## src/rtl/bkpu_pkg.sv

```systemverilog
package bkpu_pkg;
    localparam logic [7:0] ADDR_STATUS_CONTROL = 8'h00;
    localparam logic [7:0] ADDR_ADDRESS_HIGH = 8'h04;
    localparam logic [7:0] ADDR_ADDRESS_LOW = 8'h08;
    localparam logic [7:0] ADDR_AUXILIARY = 8'h0C;
    localparam logic [7:0] ADDR_WAIT_STATUS = 8'h10;
    localparam logic [7:0] ADDR_FLAG_CONTROL = 8'h14;
    localparam int ENABLE_BIT = 7;
    localparam int ACTIVE_BIT = 6;
    localparam int WDOG_DIS_BIT = 0;
    localparam int WAIT_EXIT_BIT = 1;
    localparam int FLAG_CLR_BIT = 7;
    localparam logic [7:0] RESET_BYTE = 8'h00;
    localparam logic [15:0] VECTOR_NORMAL = 16'hFFFC;
    localparam logic [15:0] VECTOR_MONITOR = 16'hFEFC;
    localparam logic [7:0] SWI_OPCODE = 8'h83;

    typedef struct packed {
        logic [15:0] addr;
        logic opcode_fetch;
        logic instr_start;
        logic rti_done;
    } bkpu_cpu_t;

    typedef enum logic [1:0] {
        BKPU_IDLE = 2'b00,
        BKPU_PEND = 2'b01,
        BKPU_BREAK = 2'b11
    } bkpu_state_t;
endpackage : bkpu_pkg

```

## src/rtl/bkpu_breakpoint_unit.sv

```systemverilog
// Summary of operation
// - Enabled break with fetch address equal to break address raises request.
// - On break, instruction register takes the software interrupt opcode.
// - Break vector FFFC/FFFD normally, FEFC/FEFD in monitor mode.
// - Writing one to break-active bit breaks before the next instruction.
// - Opcode address match: instruction waits until handler completes.
// - Operand address match: instruction completes before the break.
// - Return from interrupt in handler ends break state.
// - Cleared active bit with unchanged address gives no break on exit.
// - Enable bit gates 16-bit match; cleared by reset or writing zero.
// - Active bit set on match, cleared by writing zero or reset.
// - Break address high and low bytes are read-write, reset to zero.
// - Flag-clear-enable zero protects status bits during break state.
// - Timer counter halted while break is in progress.
// - Watchdog disable bit holds watchdog off in monitor-mode break.
// - Wait-exit flag reads one when wait left by break.
// - Wait-exit status register works only in emulation mode.
// - Unit stays enabled in wait and stop; no address match fires.
`timescale 1ns/1ps
`default_nettype none
module bkpu_breakpoint_unit (
    input wire logic SYS_CLK, // 10 MHz bus clock
    input wire logic RSTN, // Async reset, active low
    input wire logic PSEL, // APB select
    input wire logic PENABLE, // APB access phase
    input wire logic PWRITE, // APB direction
    input wire logic [7:0] PADDR, // APB byte address
    input wire logic [31:0] PWDATA, // APB write data
    output logic [31:0] PRDATA, // APB read data
    output logic PREADY, // APB ready
    output logic PSLVERR, // APB error, unmapped address
    input wire logic [15:0] CPU_ADDR, // Core program counter address
    input wire logic CPU_OPCODE_FETCH, // Current fetch is an opcode
    input wire logic CPU_INSTR_START, // Next instruction about to start
    input wire logic CPU_RTI_DONE, // Return from interrupt completed
    input wire logic MONITOR_MODE, // Device in monitor mode
    input wire logic EMULATION_MODE, // Device in emulation mode
    input wire logic WAIT_EXIT, // Wait mode left this cycle
    input wire logic LOW_POWER, // Wait or stop mode active
    output logic BREAKPOINT_REQUEST, // Break request to integration logic
    output logic FORCE_SWI, // Load interrupt opcode into IR
    output logic [7:0] FORCED_OPCODE, // Opcode to load
    output logic [15:0] BREAK_VECTOR, // Vector address for handler
    output logic BREAK_STATE, // Break handler in progress
    output logic TIMER_HALT, // Halt timer counter
    output logic WATCHDOG_HOLD, // Hold watchdog disabled
    output logic STATUS_CLEAR_ALLOWED // Status flags may be cleared
);
    logic rst_meta_q, rst_sync_q;
    always_ff @(posedge SYS_CLK or negedge RSTN) begin
        if (!RSTN) begin
            rst_meta_q <= 1'b0;
            rst_sync_q <= 1'b0;
        end else begin
            rst_meta_q <= 1'b1;
            rst_sync_q <= rst_meta_q;
        end
    end
    wire rst_n = rst_sync_q;

    bkpu_pkg::bkpu_cpu_t cpu;
    assign cpu = '{addr: CPU_ADDR, opcode_fetch: CPU_OPCODE_FETCH,
                   instr_start: CPU_INSTR_START, rti_done: CPU_RTI_DONE};

    logic enable_q, active_q, wdog_dis_q, flag_clr_q, wait_exit_q;
    logic armed_q;
    logic [7:0] addr_high_q, addr_low_q;
    bkpu_pkg::bkpu_state_t state_q, state_d;
    logic [31:0] rdata_d;

    wire wr = PSEL && PENABLE && PWRITE;
    wire rd = PSEL && PENABLE && !PWRITE;
    wire sel_sc = PADDR == bkpu_pkg::ADDR_STATUS_CONTROL;
    wire sel_hi = PADDR == bkpu_pkg::ADDR_ADDRESS_HIGH;
    wire sel_lo = PADDR == bkpu_pkg::ADDR_ADDRESS_LOW;
    wire sel_ax = PADDR == bkpu_pkg::ADDR_AUXILIARY;
    wire sel_ws = PADDR == bkpu_pkg::ADDR_WAIT_STATUS;
    wire sel_fc = PADDR == bkpu_pkg::ADDR_FLAG_CONTROL;
    wire mapped = sel_sc | sel_hi | sel_lo | sel_ax | sel_ws | sel_fc;
    wire wr_sc = wr && sel_sc;
    wire [7:0] wbyte = PWDATA[7:0];

    wire [15:0] break_addr = {addr_high_q, addr_low_q};

    // Every bit must agree; no byte of the address may match on its own
    wire [15:0] bit_eq;
    for (genvar b = 0; b < 16; b = b + 1) begin : g_cmp
        assign bit_eq[b] = cpu.addr[b] == break_addr[b];
    end
    wire addr_equal = &bit_eq;

    // Low-power modes freeze the address bus, so gating here is harmless
    wire addr_match = enable_q && !active_q && armed_q && !LOW_POWER
                      && addr_equal;

    // A match disarms the compare until software rewrites an address byte,
    // so clearing only the active bit cannot retrigger on the way out
    wire addr_written = wr && (sel_hi || sel_lo);
    wire armed_d = addr_written || (armed_q && !addr_match);
    // Software request counts only from idle so a handler write does not rebreak
    wire sw_break = wr_sc && wbyte[bkpu_pkg::ACTIVE_BIT]
                    && state_q == bkpu_pkg::BKPU_IDLE;

    // Set beats the clear when a match lands on the write cycle
    wire active_set = addr_match || sw_break;
    wire active_clr = wr_sc && !wbyte[bkpu_pkg::ACTIVE_BIT];

    always_ff @(posedge SYS_CLK or negedge rst_n) begin
        if (!rst_n) begin
            enable_q <= 1'b0;
        end else if (wr_sc) begin
            enable_q <= wbyte[bkpu_pkg::ENABLE_BIT];
        end
    end

    always_ff @(posedge SYS_CLK or negedge rst_n) begin
        if (!rst_n) begin
            active_q <= 1'b0;
        end else if (active_set) begin
            active_q <= 1'b1;
        end else if (active_clr) begin
            active_q <= 1'b0;
        end
    end

    // Reset arms the compare so the first programmed address can fire
    always_ff @(posedge SYS_CLK or negedge rst_n) begin
        if (!rst_n) begin
            armed_q <= 1'b1;
        end else begin
            armed_q <= armed_d;
        end
    end

    always_ff @(posedge SYS_CLK or negedge rst_n) begin
        if (!rst_n) begin
            addr_high_q <= bkpu_pkg::RESET_BYTE;
        end else if (wr && sel_hi) begin
            addr_high_q <= wbyte;
        end
    end

    always_ff @(posedge SYS_CLK or negedge rst_n) begin
        if (!rst_n) begin
            addr_low_q <= bkpu_pkg::RESET_BYTE;
        end else if (wr && sel_lo) begin
            addr_low_q <= wbyte;
        end
    end

    always_ff @(posedge SYS_CLK or negedge rst_n) begin
        if (!rst_n) begin
            wdog_dis_q <= 1'b0;
        end else if (wr && sel_ax) begin
            wdog_dis_q <= wbyte[bkpu_pkg::WDOG_DIS_BIT];
        end
    end

    always_ff @(posedge SYS_CLK or negedge rst_n) begin
        if (!rst_n) begin
            flag_clr_q <= 1'b0;
        end else if (wr && sel_fc) begin
            flag_clr_q <= wbyte[bkpu_pkg::FLAG_CLR_BIT];
        end
    end

    // Wait-exit flag only tracks in emulation mode; cleared by writing zero
    wire wait_set = EMULATION_MODE && WAIT_EXIT && state_q != bkpu_pkg::BKPU_IDLE;
    wire wait_clr = wr && sel_ws && !wbyte[bkpu_pkg::WAIT_EXIT_BIT];
    always_ff @(posedge SYS_CLK or negedge rst_n) begin
        if (!rst_n) begin
            wait_exit_q <= 1'b0;
        end else if (wait_set) begin
            wait_exit_q <= 1'b1;
        end else if (wait_clr) begin
            wait_exit_q <= 1'b0;
        end
    end

    // A pending break is taken only at an instruction boundary: opcode
    // matches hold the instruction back, operand matches let it finish
    wire opcode_hit = addr_match && cpu.opcode_fetch;
    always_comb begin
        state_d = state_q;
        unique case (state_q)
            bkpu_pkg::BKPU_IDLE: begin
                if (opcode_hit) begin
                    state_d = bkpu_pkg::BKPU_BREAK;
                end else if (active_set) begin
                    state_d = bkpu_pkg::BKPU_PEND;
                end
            end
            bkpu_pkg::BKPU_PEND: begin
                if (cpu.instr_start) begin
                    state_d = bkpu_pkg::BKPU_BREAK;
                end
            end
            bkpu_pkg::BKPU_BREAK: begin
                if (cpu.rti_done) begin
                    state_d = bkpu_pkg::BKPU_IDLE;
                end
            end
            default: state_d = bkpu_pkg::BKPU_IDLE;
        endcase
    end

    wire enter_break = state_q != bkpu_pkg::BKPU_BREAK
                       && state_d == bkpu_pkg::BKPU_BREAK;
    wire in_break_d = state_d == bkpu_pkg::BKPU_BREAK;
    wire [15:0] vector_d = MONITOR_MODE ? bkpu_pkg::VECTOR_MONITOR
                                        : bkpu_pkg::VECTOR_NORMAL;
    wire wdog_hold_d = in_break_d && MONITOR_MODE && wdog_dis_q;
    // Outside a break the status flags always clear as usual
    wire clr_allowed_d = !in_break_d || flag_clr_q;

    always_ff @(posedge SYS_CLK or negedge rst_n) begin
        if (!rst_n) begin
            state_q <= bkpu_pkg::BKPU_IDLE;
        end else begin
            state_q <= state_d;
        end
    end

    always_ff @(posedge SYS_CLK or negedge rst_n) begin
        if (!rst_n) begin
            BREAKPOINT_REQUEST <= 1'b0;
        end else begin
            BREAKPOINT_REQUEST <= enter_break;
        end
    end

    always_ff @(posedge SYS_CLK or negedge rst_n) begin
        if (!rst_n) begin
            FORCE_SWI <= 1'b0;
        end else begin
            FORCE_SWI <= enter_break;
        end
    end

    always_ff @(posedge SYS_CLK or negedge rst_n) begin
        if (!rst_n) begin
            FORCED_OPCODE <= bkpu_pkg::SWI_OPCODE;
        end else begin
            FORCED_OPCODE <= bkpu_pkg::SWI_OPCODE;
        end
    end

    always_ff @(posedge SYS_CLK or negedge rst_n) begin
        if (!rst_n) begin
            BREAK_VECTOR <= bkpu_pkg::VECTOR_NORMAL;
        end else begin
            BREAK_VECTOR <= vector_d;
        end
    end

    always_ff @(posedge SYS_CLK or negedge rst_n) begin
        if (!rst_n) begin
            BREAK_STATE <= 1'b0;
        end else begin
            BREAK_STATE <= in_break_d;
        end
    end

    always_ff @(posedge SYS_CLK or negedge rst_n) begin
        if (!rst_n) begin
            TIMER_HALT <= 1'b0;
        end else begin
            TIMER_HALT <= in_break_d;
        end
    end

    always_ff @(posedge SYS_CLK or negedge rst_n) begin
        if (!rst_n) begin
            WATCHDOG_HOLD <= 1'b0;
        end else begin
            WATCHDOG_HOLD <= wdog_hold_d;
        end
    end

    always_ff @(posedge SYS_CLK or negedge rst_n) begin
        if (!rst_n) begin
            STATUS_CLEAR_ALLOWED <= 1'b1;
        end else begin
            STATUS_CLEAR_ALLOWED <= clr_allowed_d;
        end
    end

    always_comb begin
        rdata_d = 32'h00000000;
        if (sel_sc) begin
            rdata_d[bkpu_pkg::ENABLE_BIT] = enable_q;
            rdata_d[bkpu_pkg::ACTIVE_BIT] = active_q;
        end
        if (sel_hi) begin
            rdata_d[7:0] = addr_high_q;
        end
        if (sel_lo) begin
            rdata_d[7:0] = addr_low_q;
        end
        if (sel_ax) begin
            rdata_d[bkpu_pkg::WDOG_DIS_BIT] = wdog_dis_q;
        end
        if (sel_ws) begin
            rdata_d[bkpu_pkg::WAIT_EXIT_BIT] = wait_exit_q;
        end
        if (sel_fc) begin
            rdata_d[bkpu_pkg::FLAG_CLR_BIT] = flag_clr_q;
        end
    end

    // Zero-wait-state slave: PREADY rises at the first edge after the
    // internal reset lifts and then stays high, so every access is one cycle
    wire setup_phase = PSEL && !PENABLE;

    always_ff @(posedge SYS_CLK or negedge rst_n) begin
        if (!rst_n) begin
            PREADY <= 1'b0;
        end else begin
            PREADY <= 1'b1;
        end
    end

    always_ff @(posedge SYS_CLK or negedge rst_n) begin
        if (!rst_n) begin
            PSLVERR <= 1'b0;
        end else begin
            PSLVERR <= setup_phase && !mapped;
        end
    end

    // Read data is captured in setup so it stands through the access phase
    always_ff @(posedge SYS_CLK or negedge rst_n) begin
        if (!rst_n) begin
            PRDATA <= 32'h00000000;
        end else if (setup_phase && !PWRITE) begin
            PRDATA <= rdata_d;
        end
    end
    wire unused_rd = rd;
endmodule : bkpu_breakpoint_unit
`default_nettype wire

```

## config.mk

```make
export PLATFORM = sky130hd
export DESIGN_NAME = bkpu_breakpoint_unit
export DESIGN_NICKNAME = d
export VERILOG_FILES = /design/src/rtl/bkpu_pkg.sv /design/src/rtl/bkpu_breakpoint_unit.sv
export SDC_FILE = /design/constraint.sdc
export NUM_CORES = 1
export LEC_CHECK = 0
export ABC_AREA = 1
export BUFFER_PORTS_ARGS = -buffer_cell sky130_fd_sc_hd__buf_2
export CORE_UTILIZATION = 41
export CTS_CLUSTER_SIZE = 28
export DETAILED_ROUTE_END_ITERATION = 10
export PLACE_DENSITY = 0.81
export REMOVE_ABC_BUFFERS = 1
export SYNTH_ARGS = -nofsm -noshare
export SYNTH_HDL_FRONTEND = slang
export SYNTH_SLANG_ARGS = --single-unit
```

## constraint.sdc

```tcl
create_clock -name SYS_CLK -period 1.1 [get_ports SYS_CLK]
set_input_delay 0.055 -clock SYS_CLK [delete_from_list [all_inputs] [get_ports SYS_CLK]]
set_output_delay 0.055 -clock SYS_CLK [all_outputs]
set_load 0.01 [all_outputs]
```

## Yosys cells after proc, flatten, opt, wreduce, memory -nomap -nowiden

Index checks and enable logic that the tools add are counted.

| word-level totals | value |
|---|---|
| output and inout bits | 64 |
| register bits | 50 |
| input bits | 68 |
| logic and storage cells | 111 |

| operators by class | value |
|---|---|
| multiplexer cells | 16 |
| equal/unequal tests | 25 |
| reduce and logical (&&, ||, !) cells | 46 |
| bitwise logic cells | 5 |

Operators with widths:

| kind | count |
|---|---|
| logical AND 1 bit | 27 |
| == test 1 bit | 16 |
| == test 8 x 4 -> 1 bit (second input constant) | 2 |
| == test 8 x 5 -> 1 bit (second input constant) | 2 |
| two-way mux 8 bit | 2 |
| AND reduction 16 bit | 1 |
| two-way mux 2 bit | 5 |
| logical NOT 1 bit | 9 |
| two-way mux 9 bit | 1 |
| == test 8 x 3 -> 1 bit (second input constant) | 1 |
| logical NOT 8 bit | 1 |
| two-way mux 1 bit | 7 |
| case mux 2 bit (3 select lines) | 1 |
| nonzero test 2 bit | 3 |
| bitwise OR 1 bit | 5 |
| == test 2 bit (second input constant) | 2 |
| logical OR 1 bit | 4 |
| == test 2 x 1 -> 1 bit (second input constant) | 1 |
| logical NOT 2 bit | 1 |
| inequality test 2 bit (second input constant) | 1 |

## Logic depth before layout (Yosys ltp)

Gate-level depths: netlist of run 1.

| depth | value |
|---|---|
| depth in word-level cells | 12 |
| depth in mapped cells | 10 |
| depth with buffers taken out | 10 |

## Worst setup path before layout of run 1

OpenSTA, ideal clock, no wires.

| path | value |
|---|---|
| path type | register to register |
| start | register armed_q |
| end | register STATUS_CLEAR_ALLOWED |
| path buffers | 0 |
| data arrival time | 1.133 ns |
| setup time | 0.077 ns |
| cell stages (with the launch flop) | 8 |
| required time | 1.023 ns |
| path slack | -0.110 ns |
| clock period less this slack | 1.210 ns |
| path through | dfstp_2 nand2_1 nor2_1 nand3_1 nor2_1 nand4_1 nand2_1 nand2_1 |

| on the way | value |
|---|---|
| cells in the longest elaborated chain, start to end | 10 |
| elaborated cells on any way between the ends | 11 |
| classes of those cells | eq/ne: 1; mux: 3; reduce/logical: 7 |

RTL lines:

| element | line | RTL |
|---|---|---|
| start, declared | bkpu_breakpoint_unit.sv:66 | `logic armed_q;` |
| start signal, assigned | bkpu_breakpoint_unit.sv:131 | `armed_q <= armed_d;` |
| logical AND 1 bit (*) (2 in a row) | bkpu_breakpoint_unit.sv:93 | `wire addr_match = enable_q && !active_q && armed_q && !LOW_POWER` |
| logical AND 1 bit (*) | bkpu_breakpoint_unit.sv:94 | `&& addr_equal;` |
| logical OR 1 bit | bkpu_breakpoint_unit.sv:105 | `wire active_set = addr_match \|\| sw_break;` |
| two-way mux 2 bit | bkpu_breakpoint_unit.sv:189 | `end else if (active_set) begin` |
| two-way mux 2 bit (*) | bkpu_breakpoint_unit.sv:187 | `if (opcode_hit) begin` |
| case mux 2 bit (3 select lines) (*) | bkpu_breakpoint_unit.sv:185 | `unique case (state_q)` |
| named net state_d[1] | bkpu_breakpoint_unit.sv:68 | `bkpu_pkg::bkpu_state_t state_q, state_d;` |
| == test 2 bit (*) | bkpu_breakpoint_unit.sv:209 | `wire in_break_d = state_d == bkpu_pkg::BKPU_BREAK;` |
| logical NOT 1 bit (*) | bkpu_breakpoint_unit.sv:214 | `wire clr_allowed_d = !in_break_d \|\| flag_clr_q;` |
| logical OR 1 bit (*) | bkpu_breakpoint_unit.sv:214 |  |
| named net clr_allowed_d | bkpu_breakpoint_unit.sv:214 |  |
| end signal, assigned | bkpu_breakpoint_unit.sv:284 | `STATUS_CLEAR_ALLOWED <= clr_allowed_d;` |
| end, declared | bkpu_breakpoint_unit.sv:47 | `output logic STATUS_CLEAR_ALLOWED` |

The timed path passes the listed nets; every way through them passes the cells marked *.
A chain may end at the register's enable or synchronous reset.

## Worst setup path in the final report of run 1

Same ends and word-level chain as after synthesis.

==> results of run 1 <==
-- worst max-delay path, stage by stage (launching register included) --
cell and delay [ns]:
dfstp_2 0.54, nand2_2 0.05, nor2_2 0.12, nand3_2 0.08, nor2_2 0.13, nand4_1 0.20, nand2_1 0.14, nand2_1 0.07
-- final cells by class --
type                       instances  area (sq um)
clock buffer                       8          90.1
fill                             560          2790
inverter                          43           161
multi-input combinational        230          1110
sequential                        41          1030
tap                               75          93.8
timing repair buffer              96           603
-- metal layers --
layer / up-vias / global-route usage / share of wire
met2: 76 / 0.293 / 0.51
li1: 1082 / - / -
met1: 999 / 0.206 / 0.42
met4: 0 / 0.0482 / 0.0097
met3: 6 / 0.0443 / 0.063
met5: - / 0 / 0
-- flip-flops by register name (all words and copies together), names as in the netlist, 2 cells and up --
signal / cells
PRDATA: 8
addr_high_q: 8
addr_low_q: 8
state_q: 2
-- cell families after synthesis --
logic type / after synthesis
AOI/OAI and AO/OA: 35
xor gates and xnor gates: 7
buffers and inverters: 95
DFF: 41
other: 2
and+or+nand+nor: 139
-- synth_stat cells (2+ instances only) --
cell type / n
o21ai_2: 8
nor3_2: 2
nand3_1: 10
inv_2: 3
nand2_2: 3
a21oi_1: 4
buf_4: 49
o21ai_0: 19
dfrtp_1: 38
nand2_4: 3
conb_1: 2
inv_1: 40
or2_2: 2
nand2_1: 89
dfstp_2: 3
nand4_1: 6
nor2_1: 21
buf_6: 2
xnor2_1: 6
-- how the worst min path moves through the flow --
| stage | start | end | slack (ns) | depth (start not counted) |
|---|---|---|---|---|
| 2_1_floorplan | RSTN | rst_meta_q | -0.24 | 0 |
| 3_3_place_gp | RSTN | rst_meta_q | -0.16 | 1 |
| 3_5_place_dp | RSTN | rst_meta_q | -0.16 | 1 |
| 4_1_cts | PWDATA[2] | addr_high_q[2] | 0.01 | 3 |
| 5_1_grt | WAIT_EXIT | wait_exit_q | 0.02 | 3 |
| 6_report | PWDATA[3] | addr_high_q[3] | 0.02 | 3 |
-- timing repair --
item                                    CTS  global route
hold endpoints to repair                  5             0
setup buffers                             1             1
pin swaps                                 8             8
gates resized for setup                   3             4
endpoints found under the setup margin    8             9
hold buffers                              3             0
-- metrics by stage --
| stage | hold WS [ns] | std cells | instance area (sq um) | TNS [ns] |
|---|---|---|---|---|
| 2_1_floorplan | -0.241 | 314 | 2280 | -4.84 |
| 3_3_place_gp | -0.157 | 480 | 2930 | -2.22 |
| 3_5_place_dp | -0.155 | 480 | 2930 | -3.76 |
| 4_1_cts | 0.0143 | 492 | 3070 | -2.06 |
| 5_1_grt | 0.0194 | 493 | 3090 | -2.93 |
| 6_report | 0.0179 | 493 | 3090 | -2.07 |
-- power groups by stage --
stage,registers [W],clock network [W],logic [W]
after global placement,0.00163,0,0.000495
after detailed placement,0.00163,0,0.000508
after global routing,0.00161,0.00110,0.000584
final,0.00160,0.00101,0.000517
after floorplan,0.00166,0,0.000232
after CTS,0.00160,0.00104,0.000517
-- layout by cell type (no fill, tap or decap), types with 6 or more instances in the layout --
cell / instances
buf_2: 60
inv_1: 40
o21ai_2: 8
nand4_1: 6
buf_4: 31
dfrtp_1: 38
xnor2_1: 6
nor2_1: 19
nand3_1: 7
clkbuf_8: 6
o21ai_0: 19
nand2_1: 87
conb_1: 49
==> results.yml, run 1 <==
route:
  drtIter0Drc: 119
  antenna_left: 0
  drc: 0
  via_per_inst: 4.39
  wl_mm: 5.27
  detail_route.wl_per_cell_microns: 10.7
  detailroute.via_count: 2163
  firstDrtPassIters: 6
placement:
  io_buffers: 60
  dp_slack_ns: -0.315
  gp_congestion: 0.847
  dpl.hpwl_mm: 4.27
logic_synthesis:
  yosys.area_share.simple: 0.252
  synth-compound-area-share: 0.0856
  yosys.area.top_type: "dfrtp_1"
  synthAdderAreaFrac: 0
  synth_edf_count: 0
  synth-main-ff-cell: "dfrtp_1"
  synth_top_family_by_area: "simple AND/OR/NAND/NOR gates"
  synth-xor-area-share: 0.0245
  synthMuxAreaShare: 0
  yosysWarnings: 0
  syn_inst: 319
  ys_ff_latch: 41
  synth-seq-area-share: 0.412
  ys_types: 28
  async_flop_share: 1.00
  synth_top_cell_area_share: 0.381
  netlist_top_cells_area: "dfrtp_1 38%, buf_4 15%, nand2_1 13%, inv_1 6.0%, o21ai_0 3.8%"
  synth_area_sq_um: 2500
  syn_avg_cell_area_sq_um: 7.83
global_routing:
  grt_pass1_vias: 1895
  antenna_found_initial: 0
  grt_usage: 0.169
  grt_max_degree: 23
  grt-ovfl-total: 0
  grt_pass1_wl_mm: 8.16
die:
  dieArea_sq_um: 6410
  die_width_microns: 80.1
  core.rowCount: 28
  fp.dieH_microns: 80.1
  initial_utilization: 0.425
  io_pins: 132
  core_area_sq_um: 5890
layout:
  nets: 485
  area_delta_synth_final_pct: 23.8
  drive_above_1_share: 0.318
  antenna_cells: 0
  fin_util: 0.526
clock_tree:
  cts_max_level: 2
  cts_made_buffers: 5
  path_clk_slew_ns: 0.08
  cts_tree: "yes"
  clkLatencyLatePin_ns: 0.30
  cts.sinks: 41
  clk_path_buf_depth: 2
  clock-root-buffer: "clkbuf_8"
status:
  outcome: "complete, but fails checks"
  violations: "setup timing"
sta:
  min_period_ns: 1.40
  clock.fmax_ghz: 0.715
  hold_violations: 0
  finalCritPeriodShare: 1.27
  slew_violations: 0
  fin_ws_ns: -0.298
  fin_worst_skew_ns: 0.00698
  rsz0062_at_grt: "true"
  setup_viol: 8
power_and_ir_drop:
  p_int_w: 0.00229
  p_per_area_nw_per_um2: 1010
  seq_power_share: 0.512
  power_frac_comb: 0.165
  p_total_w: 0.00313
  clkPwrFrac: 0.323
  p_sw_w: 0.000840
  irDropWorstVdd_mv: 0.516
  p_leak_nw: 1.76
  swShare: 0.269
setup_path:
  reg2reg_slack_ns: -0.30
  arrival_ns: 1.62
  r2r_cells: 7
  criticalPathCategory: "reg2reg"
  endpoint: "STATUS_CLEAR_ALLOWED"
  crit_fanout: 4
  worstPathRequired_ns: 1.33
  start_kind: "flip-flop"
  worstSetupEndpointType: "flip-flop"
  rr_endpoint: "STATUS_CLEAR_ALLOWED"
  crit_start: "armed_q"
  r2r_start: "armed_q"
job:
  maxCapViolCount: 0
min_path:
  hp-class: "in2reg"
Note: power is estimated with default switching activity, not from simulation.
==> inputs of run 2 (changes only) <==
--- a/config.mk
+++ b/config.mk
@@ -12,6 +12,7 @@
 export DETAILED_ROUTE_END_ITERATION = 10
 export PLACE_DENSITY = 0.81
 export REMOVE_ABC_BUFFERS = 1
+export SKIP_CTS_REPAIR_TIMING = 1
 export SYNTH_ARGS = -nofsm -noshare
 export SYNTH_HDL_FRONTEND = slang
 export SYNTH_SLANG_ARGS = --single-unit
==> run 2 against run 1 <==
Effect of this change:
- the run ends with hold timing, setup timing left
- cell count rose by 0.20%
- critical path depth rose by 2
- non-clock buffer count rose by 1
- register-to-register slack improved by 0.03 ns
- critical path type unchanged
- largest power group unchanged
==> results.yml, run 2 (synthesized netlist as in run 1, its figures left out) <==
min_path:
  hp-class: "in2reg"
  hold_depth: 3
setup_path:
  r2r_cells: 9
  crit_slowest_cell: "dfrtp_1"
  criticalPathCategory: "reg2reg"
  worstPathRequired_ns: 1.33
  cpMostUsedCell: "nand2_1"
  cp.depth: 9
  arrival_ns: 1.59
  cp_top_family: "simple AND/OR/NAND/NOR gates"
  start_kind: "flip-flop"
  slowest_delay_ns: 0.39
  worst-path-buf-inv: 1
  worstPathCellList: "inv_2 > nand2_1 > nand2_1 > nor2_1 > nand2_1 > nor2_4 > nand4_1 > nand2_1 > nand2_1"
  worstSetupEndpointType: "flip-flop"
  crit_fanout: 4
layout:
  final_common_cell: "nand2_1"
  top_regs: "PRDATA: 8 flops, addr_high_q: 8 flops, addr_low_q: 8 flops"
  area_delta_synth_final_pct: 23.6
  drive_above_1_share: 0.322
  nets: 486
  fin_util: 0.525
  antenna_cells: 0
  mostFrequentLayoutCells: "89 x nand2_1, 60 x buf_2, 49 x conb_1, 38 x dfrtp_1, 36 x inv_1"
clock_tree:
  cts_tree: "yes"
  clock-root-buffer: "clkbuf_8"
  cts.sinks: 41
  path_clk_slew_ns: 0.08
  clkLatencyLatePin_ns: 0.30
  cts_max_level: 2
  cts_made_buffers: 5
  clk_path_buf_depth: 2
global_routing:
  grt_pass1_wl_mm: 8.09
  grt_max_degree: 23
  grt_pass1_vias: 1873
  grt_usage: 0.168
  antenna_found_initial: 0
  grt-ovfl-total: 0
die:
  io_pins: 132
  dieArea_sq_um: 6410
  fp.dieH_microns: 80.1
  die_width_microns: 80.1
  core.rowCount: 28
  initial_utilization: 0.425
  core_area_sq_um: 5890
sta:
  fin_ws_ns: -0.265
  setup_tns_ns: -1.55
  setup_viol: 8
  rsz0062_at_grt: "true"
  clock.fmax_ghz: 0.732
  finalCritPeriodShare: 1.24
  fin_hold_ws_ns: -0.00273
  slew_violations: 0
  fin_worst_skew_ns: 0.00854
  min_period_ns: 1.37
  hold_violations: 1
placement:
  dp_slack_ns: -0.315
  io_buffers: 60
  dpl.hpwl_mm: 4.27
  gp_congestion: 0.847
route:
  wl_mm: 5.28
  via_per_inst: 4.35
  firstDrtPassIters: 6
  detailroute.via_count: 2148
  drc: 0
  antenna_left: 0
  drtIter0Drc: 103
  detail_route.wl_per_cell_microns: 10.7
power_and_ir_drop:
  p_leak_nw: 1.76
  p_per_area_nw_per_um2: 1010
  p_total_w: 0.00313
  irDropWorstVdd_mv: 0.516
status:
  outcome: "complete, but fails checks"
  violations: "hold timing, setup timing"
job:
  maxCapViolCount: 0
## run 2: final cells by class
type / count / area [sq um]
inverter: 43 / 161
clock buffer: 8 / 90.1
tap: 75 / 93.8
timing repair buffer: 97 / 608
sequential: 41 / 1030
multi-input combinational: 230 / 1100
fill: 563 / 2800
## run 2: power breakdown
group | total [W] | internal [W] | switching [W] | leakage [nW]
clock network | 0.00102 | 0.000512 | 0.000503 | 0.0455
logic | 0.000516 | 0.000207 | 0.000309 | 1.18
registers | 0.00160 | 0.00157 | 0.0000331 | 0.533
total | 0.00313 | 0.00229 | 0.000846 | 1.76
## run 2: final timing paths
check,from,end,slack [ns]
min in group asynchronous,RSTN,rst_meta_q,0.07
max in group asynchronous,rst_n,BREAK_VECTOR[8],0.56
hold reg to reg,rst_n,PREADY,0.10
hold / removal,PWDATA[0],wdog_dis_q,-0.003
setup reg to reg,addr_high_q[2],STATUS_CLEAR_ALLOWED,-0.27
setup / recovery,addr_high_q[2],STATUS_CLEAR_ALLOWED,-0.27
## run 2: stage by stage
step                      instance area (sq um)  instances
final                                      3090        494
after CTS                                  3020        488
after global placement                     2930        480
after global routing                       3090        494
after floorplan                            2280        314
after detailed placement                   2930        480
## run 2: worst min-delay path, delay by kind of cell
family / cells / cell delay, ns
compound gates: 1 / 0.05
buf+inv: 1 / 0.10
simple gates: 1 / 0.05
## run 2: routing by layer
metal / up-vias / part of all wire / global-route usage
met2: 73 / 0.50 / 0.290
met3: 8 / 0.071 / 0.0443
met1: 985 / 0.41 / 0.205
met5: - / 0 / 0
li1: 1082 / - / -
met4: 0 / 0.013 / 0.0482
==> inputs of run 3 (changes only) <==
==> constraint.sdc (replaced) <==
create_clock -name SYS_CLK -period 1.1 [get_ports SYS_CLK]
set_input_delay 0.22 -clock SYS_CLK [delete_from_list [all_inputs] [get_ports SYS_CLK]]
set_output_delay 0.22 -clock SYS_CLK [all_outputs]
set_load 0.01 [all_outputs]
==> run 3 against run 2 <==
Effect of this change:
- cell count up 0.40%
- die area unchanged
- critical path depth down 2
- register-to-register slack about the same
- clock skew down 0.0029 ns
- the flow finishes with violations (DRC, setup timing)
- first-iteration DRC count down 1.9%
- count of clock-buffer cells in the layout unchanged
- critical endpoint unchanged
==> results.yml, run 3 (synthesized netlist as in run 1, its figures left out) <==
status:
  outcome: "complete, but fails checks"
  violations: "DRC, setup timing"
clock_tree:
  clkLatencyLatePin_ns: 0.29
  cts_tree: "yes"
  clk_path_buf_depth: 2
  clock-root-buffer: "clkbuf_8"
  cts.sinks: 41
  path_clk_slew_ns: 0.07
  cts_made_buffers: 5
  cts_max_level: 2
route:
  detail_route.wl_per_cell_microns: 11.2
  drtIter0Drc: 101
  firstDrtPassIters: 7
  drc: 1
  via_per_inst: 4.34
  antenna_left: 0
  wl_mm: 5.54
  detailroute.via_count: 2154
sta:
  finalCritPeriodShare: 1.24
  fin_ws_ns: -0.259
  setup_viol: 10
  min_period_ns: 1.36
  tightest_slew_ns: 0.522
  slew_headroom: 0.648
  clock.fmax_ghz: 0.736
  rsz0062_at_grt: "true"
  fin_worst_skew_ns: 0.00560
  hold_violations: 0
  slew_violations: 0
setup_path:
  worstPathRequired_ns: 1.32
  arrival_ns: 1.58
  worstSetupEndpointType: "flip-flop"
  crit_fanout: 4
  criticalPathCategory: "reg2reg"
  start_kind: "flip-flop"
layout:
  area_delta_synth_final_pct: 26.3
  drive_above_1_share: 0.333
  final_common_cell: "nand2_1"
  mostFrequentLayoutCells: "88 x nand2_1, 58 x buf_2, 49 x conb_1, 38 x dfrtp_1, 38 x inv_1"
  top_regs: "PRDATA: 8 flops, addr_high_q: 8 flops, addr_low_q: 8 flops"
  antenna_cells: 0
  fin_util: 0.536
  nets: 488
  instances_no_fill: 496
power_and_ir_drop:
  p_leak_nw: 1.79
  p_per_area_nw_per_um2: 978
  p_total_w: 0.00309
  irDropWorstVdd_mv: 0.511
die:
  fp.dieH_microns: 80.1
  core.rowCount: 28
  dieArea_sq_um: 6410
  initial_utilization: 0.425
  core_area_sq_um: 5890
  io_pins: 132
  die_width_microns: 80.1
global_routing:
  grt_usage: 0.173
  grt_pass1_vias: 1844
  grt_max_degree: 39
  antenna_found_initial: 0
  grt_pass1_wl_mm: 8.38
  grt-ovfl-total: 0
job:
  maxCapViolCount: 0
placement:
  io_buffers: 60
  dpl.hpwl_mm: 4.23
  dp_slack_ns: -0.281
  gp_congestion: 0.858
  placed_cells: 483
min_path:
  hp-class: "reg2async"
-- run 3: power breakdown --
group	switching, W	total, W	internal, W
sequential	0.0000353	0.00160	0.00157
clock	0.000494	0.000945	0.000451
combinational	0.000324	0.000537	0.000213
-- run 3: critical path: stages (launching register included) --
cell and delay (ns):
dfstp_2 0.53, nand2_1 0.05, nor2_1 0.09, nand3_1 0.09
nor2_2 0.12, nand4_1 0.21, nand2_1 0.14, nand2_1 0.06
-- run 3: final cells by class --
type                    count  area (sq um)
repair buffers             98           646
fillers                   554          2730
well taps                  75          93.8
flip-flops and latches     41          1030
multi-input cells         231          1150
clock buffers               8          80.1
inverters                  43           161
-- run 3: final timing paths --
check / from / end / slack (ns) / cells after the start
min in group SYS_CLK: MONITOR_MODE / BREAK_VECTOR[8] / 0.07 / 2
max in group asynchronous: rst_n / armed_q / 0.57 / 1
hold / removal: rst_n / PREADY / 0.05 / 0
hold reg to reg: rst_n / PREADY / 0.05 / 0
setup / recovery: armed_q / STATUS_CLEAR_ALLOWED / -0.26 / 7
setup reg to reg: armed_q / STATUS_CLEAR_ALLOWED / -0.26 / 7
-- run 3: routing by layer --
metal,up-vias,track usage,wire (microns)
met2,82,0.291,2700
met4,0,0.0625,166
met5,-,0,0
met1,970,0.214,2350
li1,1088,-,-
met3,14,0.0409,335
-- run 3: stage by stage --
step	hold slack, ns	setup TNS [ns]	cell area, sq um
after floorplan	-0.0756	-5.58	2280
after global placement	0.00595	-7.16	2960
after detailed placement	0.0118	-8.47	2960
after CTS	-0.305	-1.95	3040
after global routing	0.0652	-2.76	3160
final	0.0465	-1.69	3160
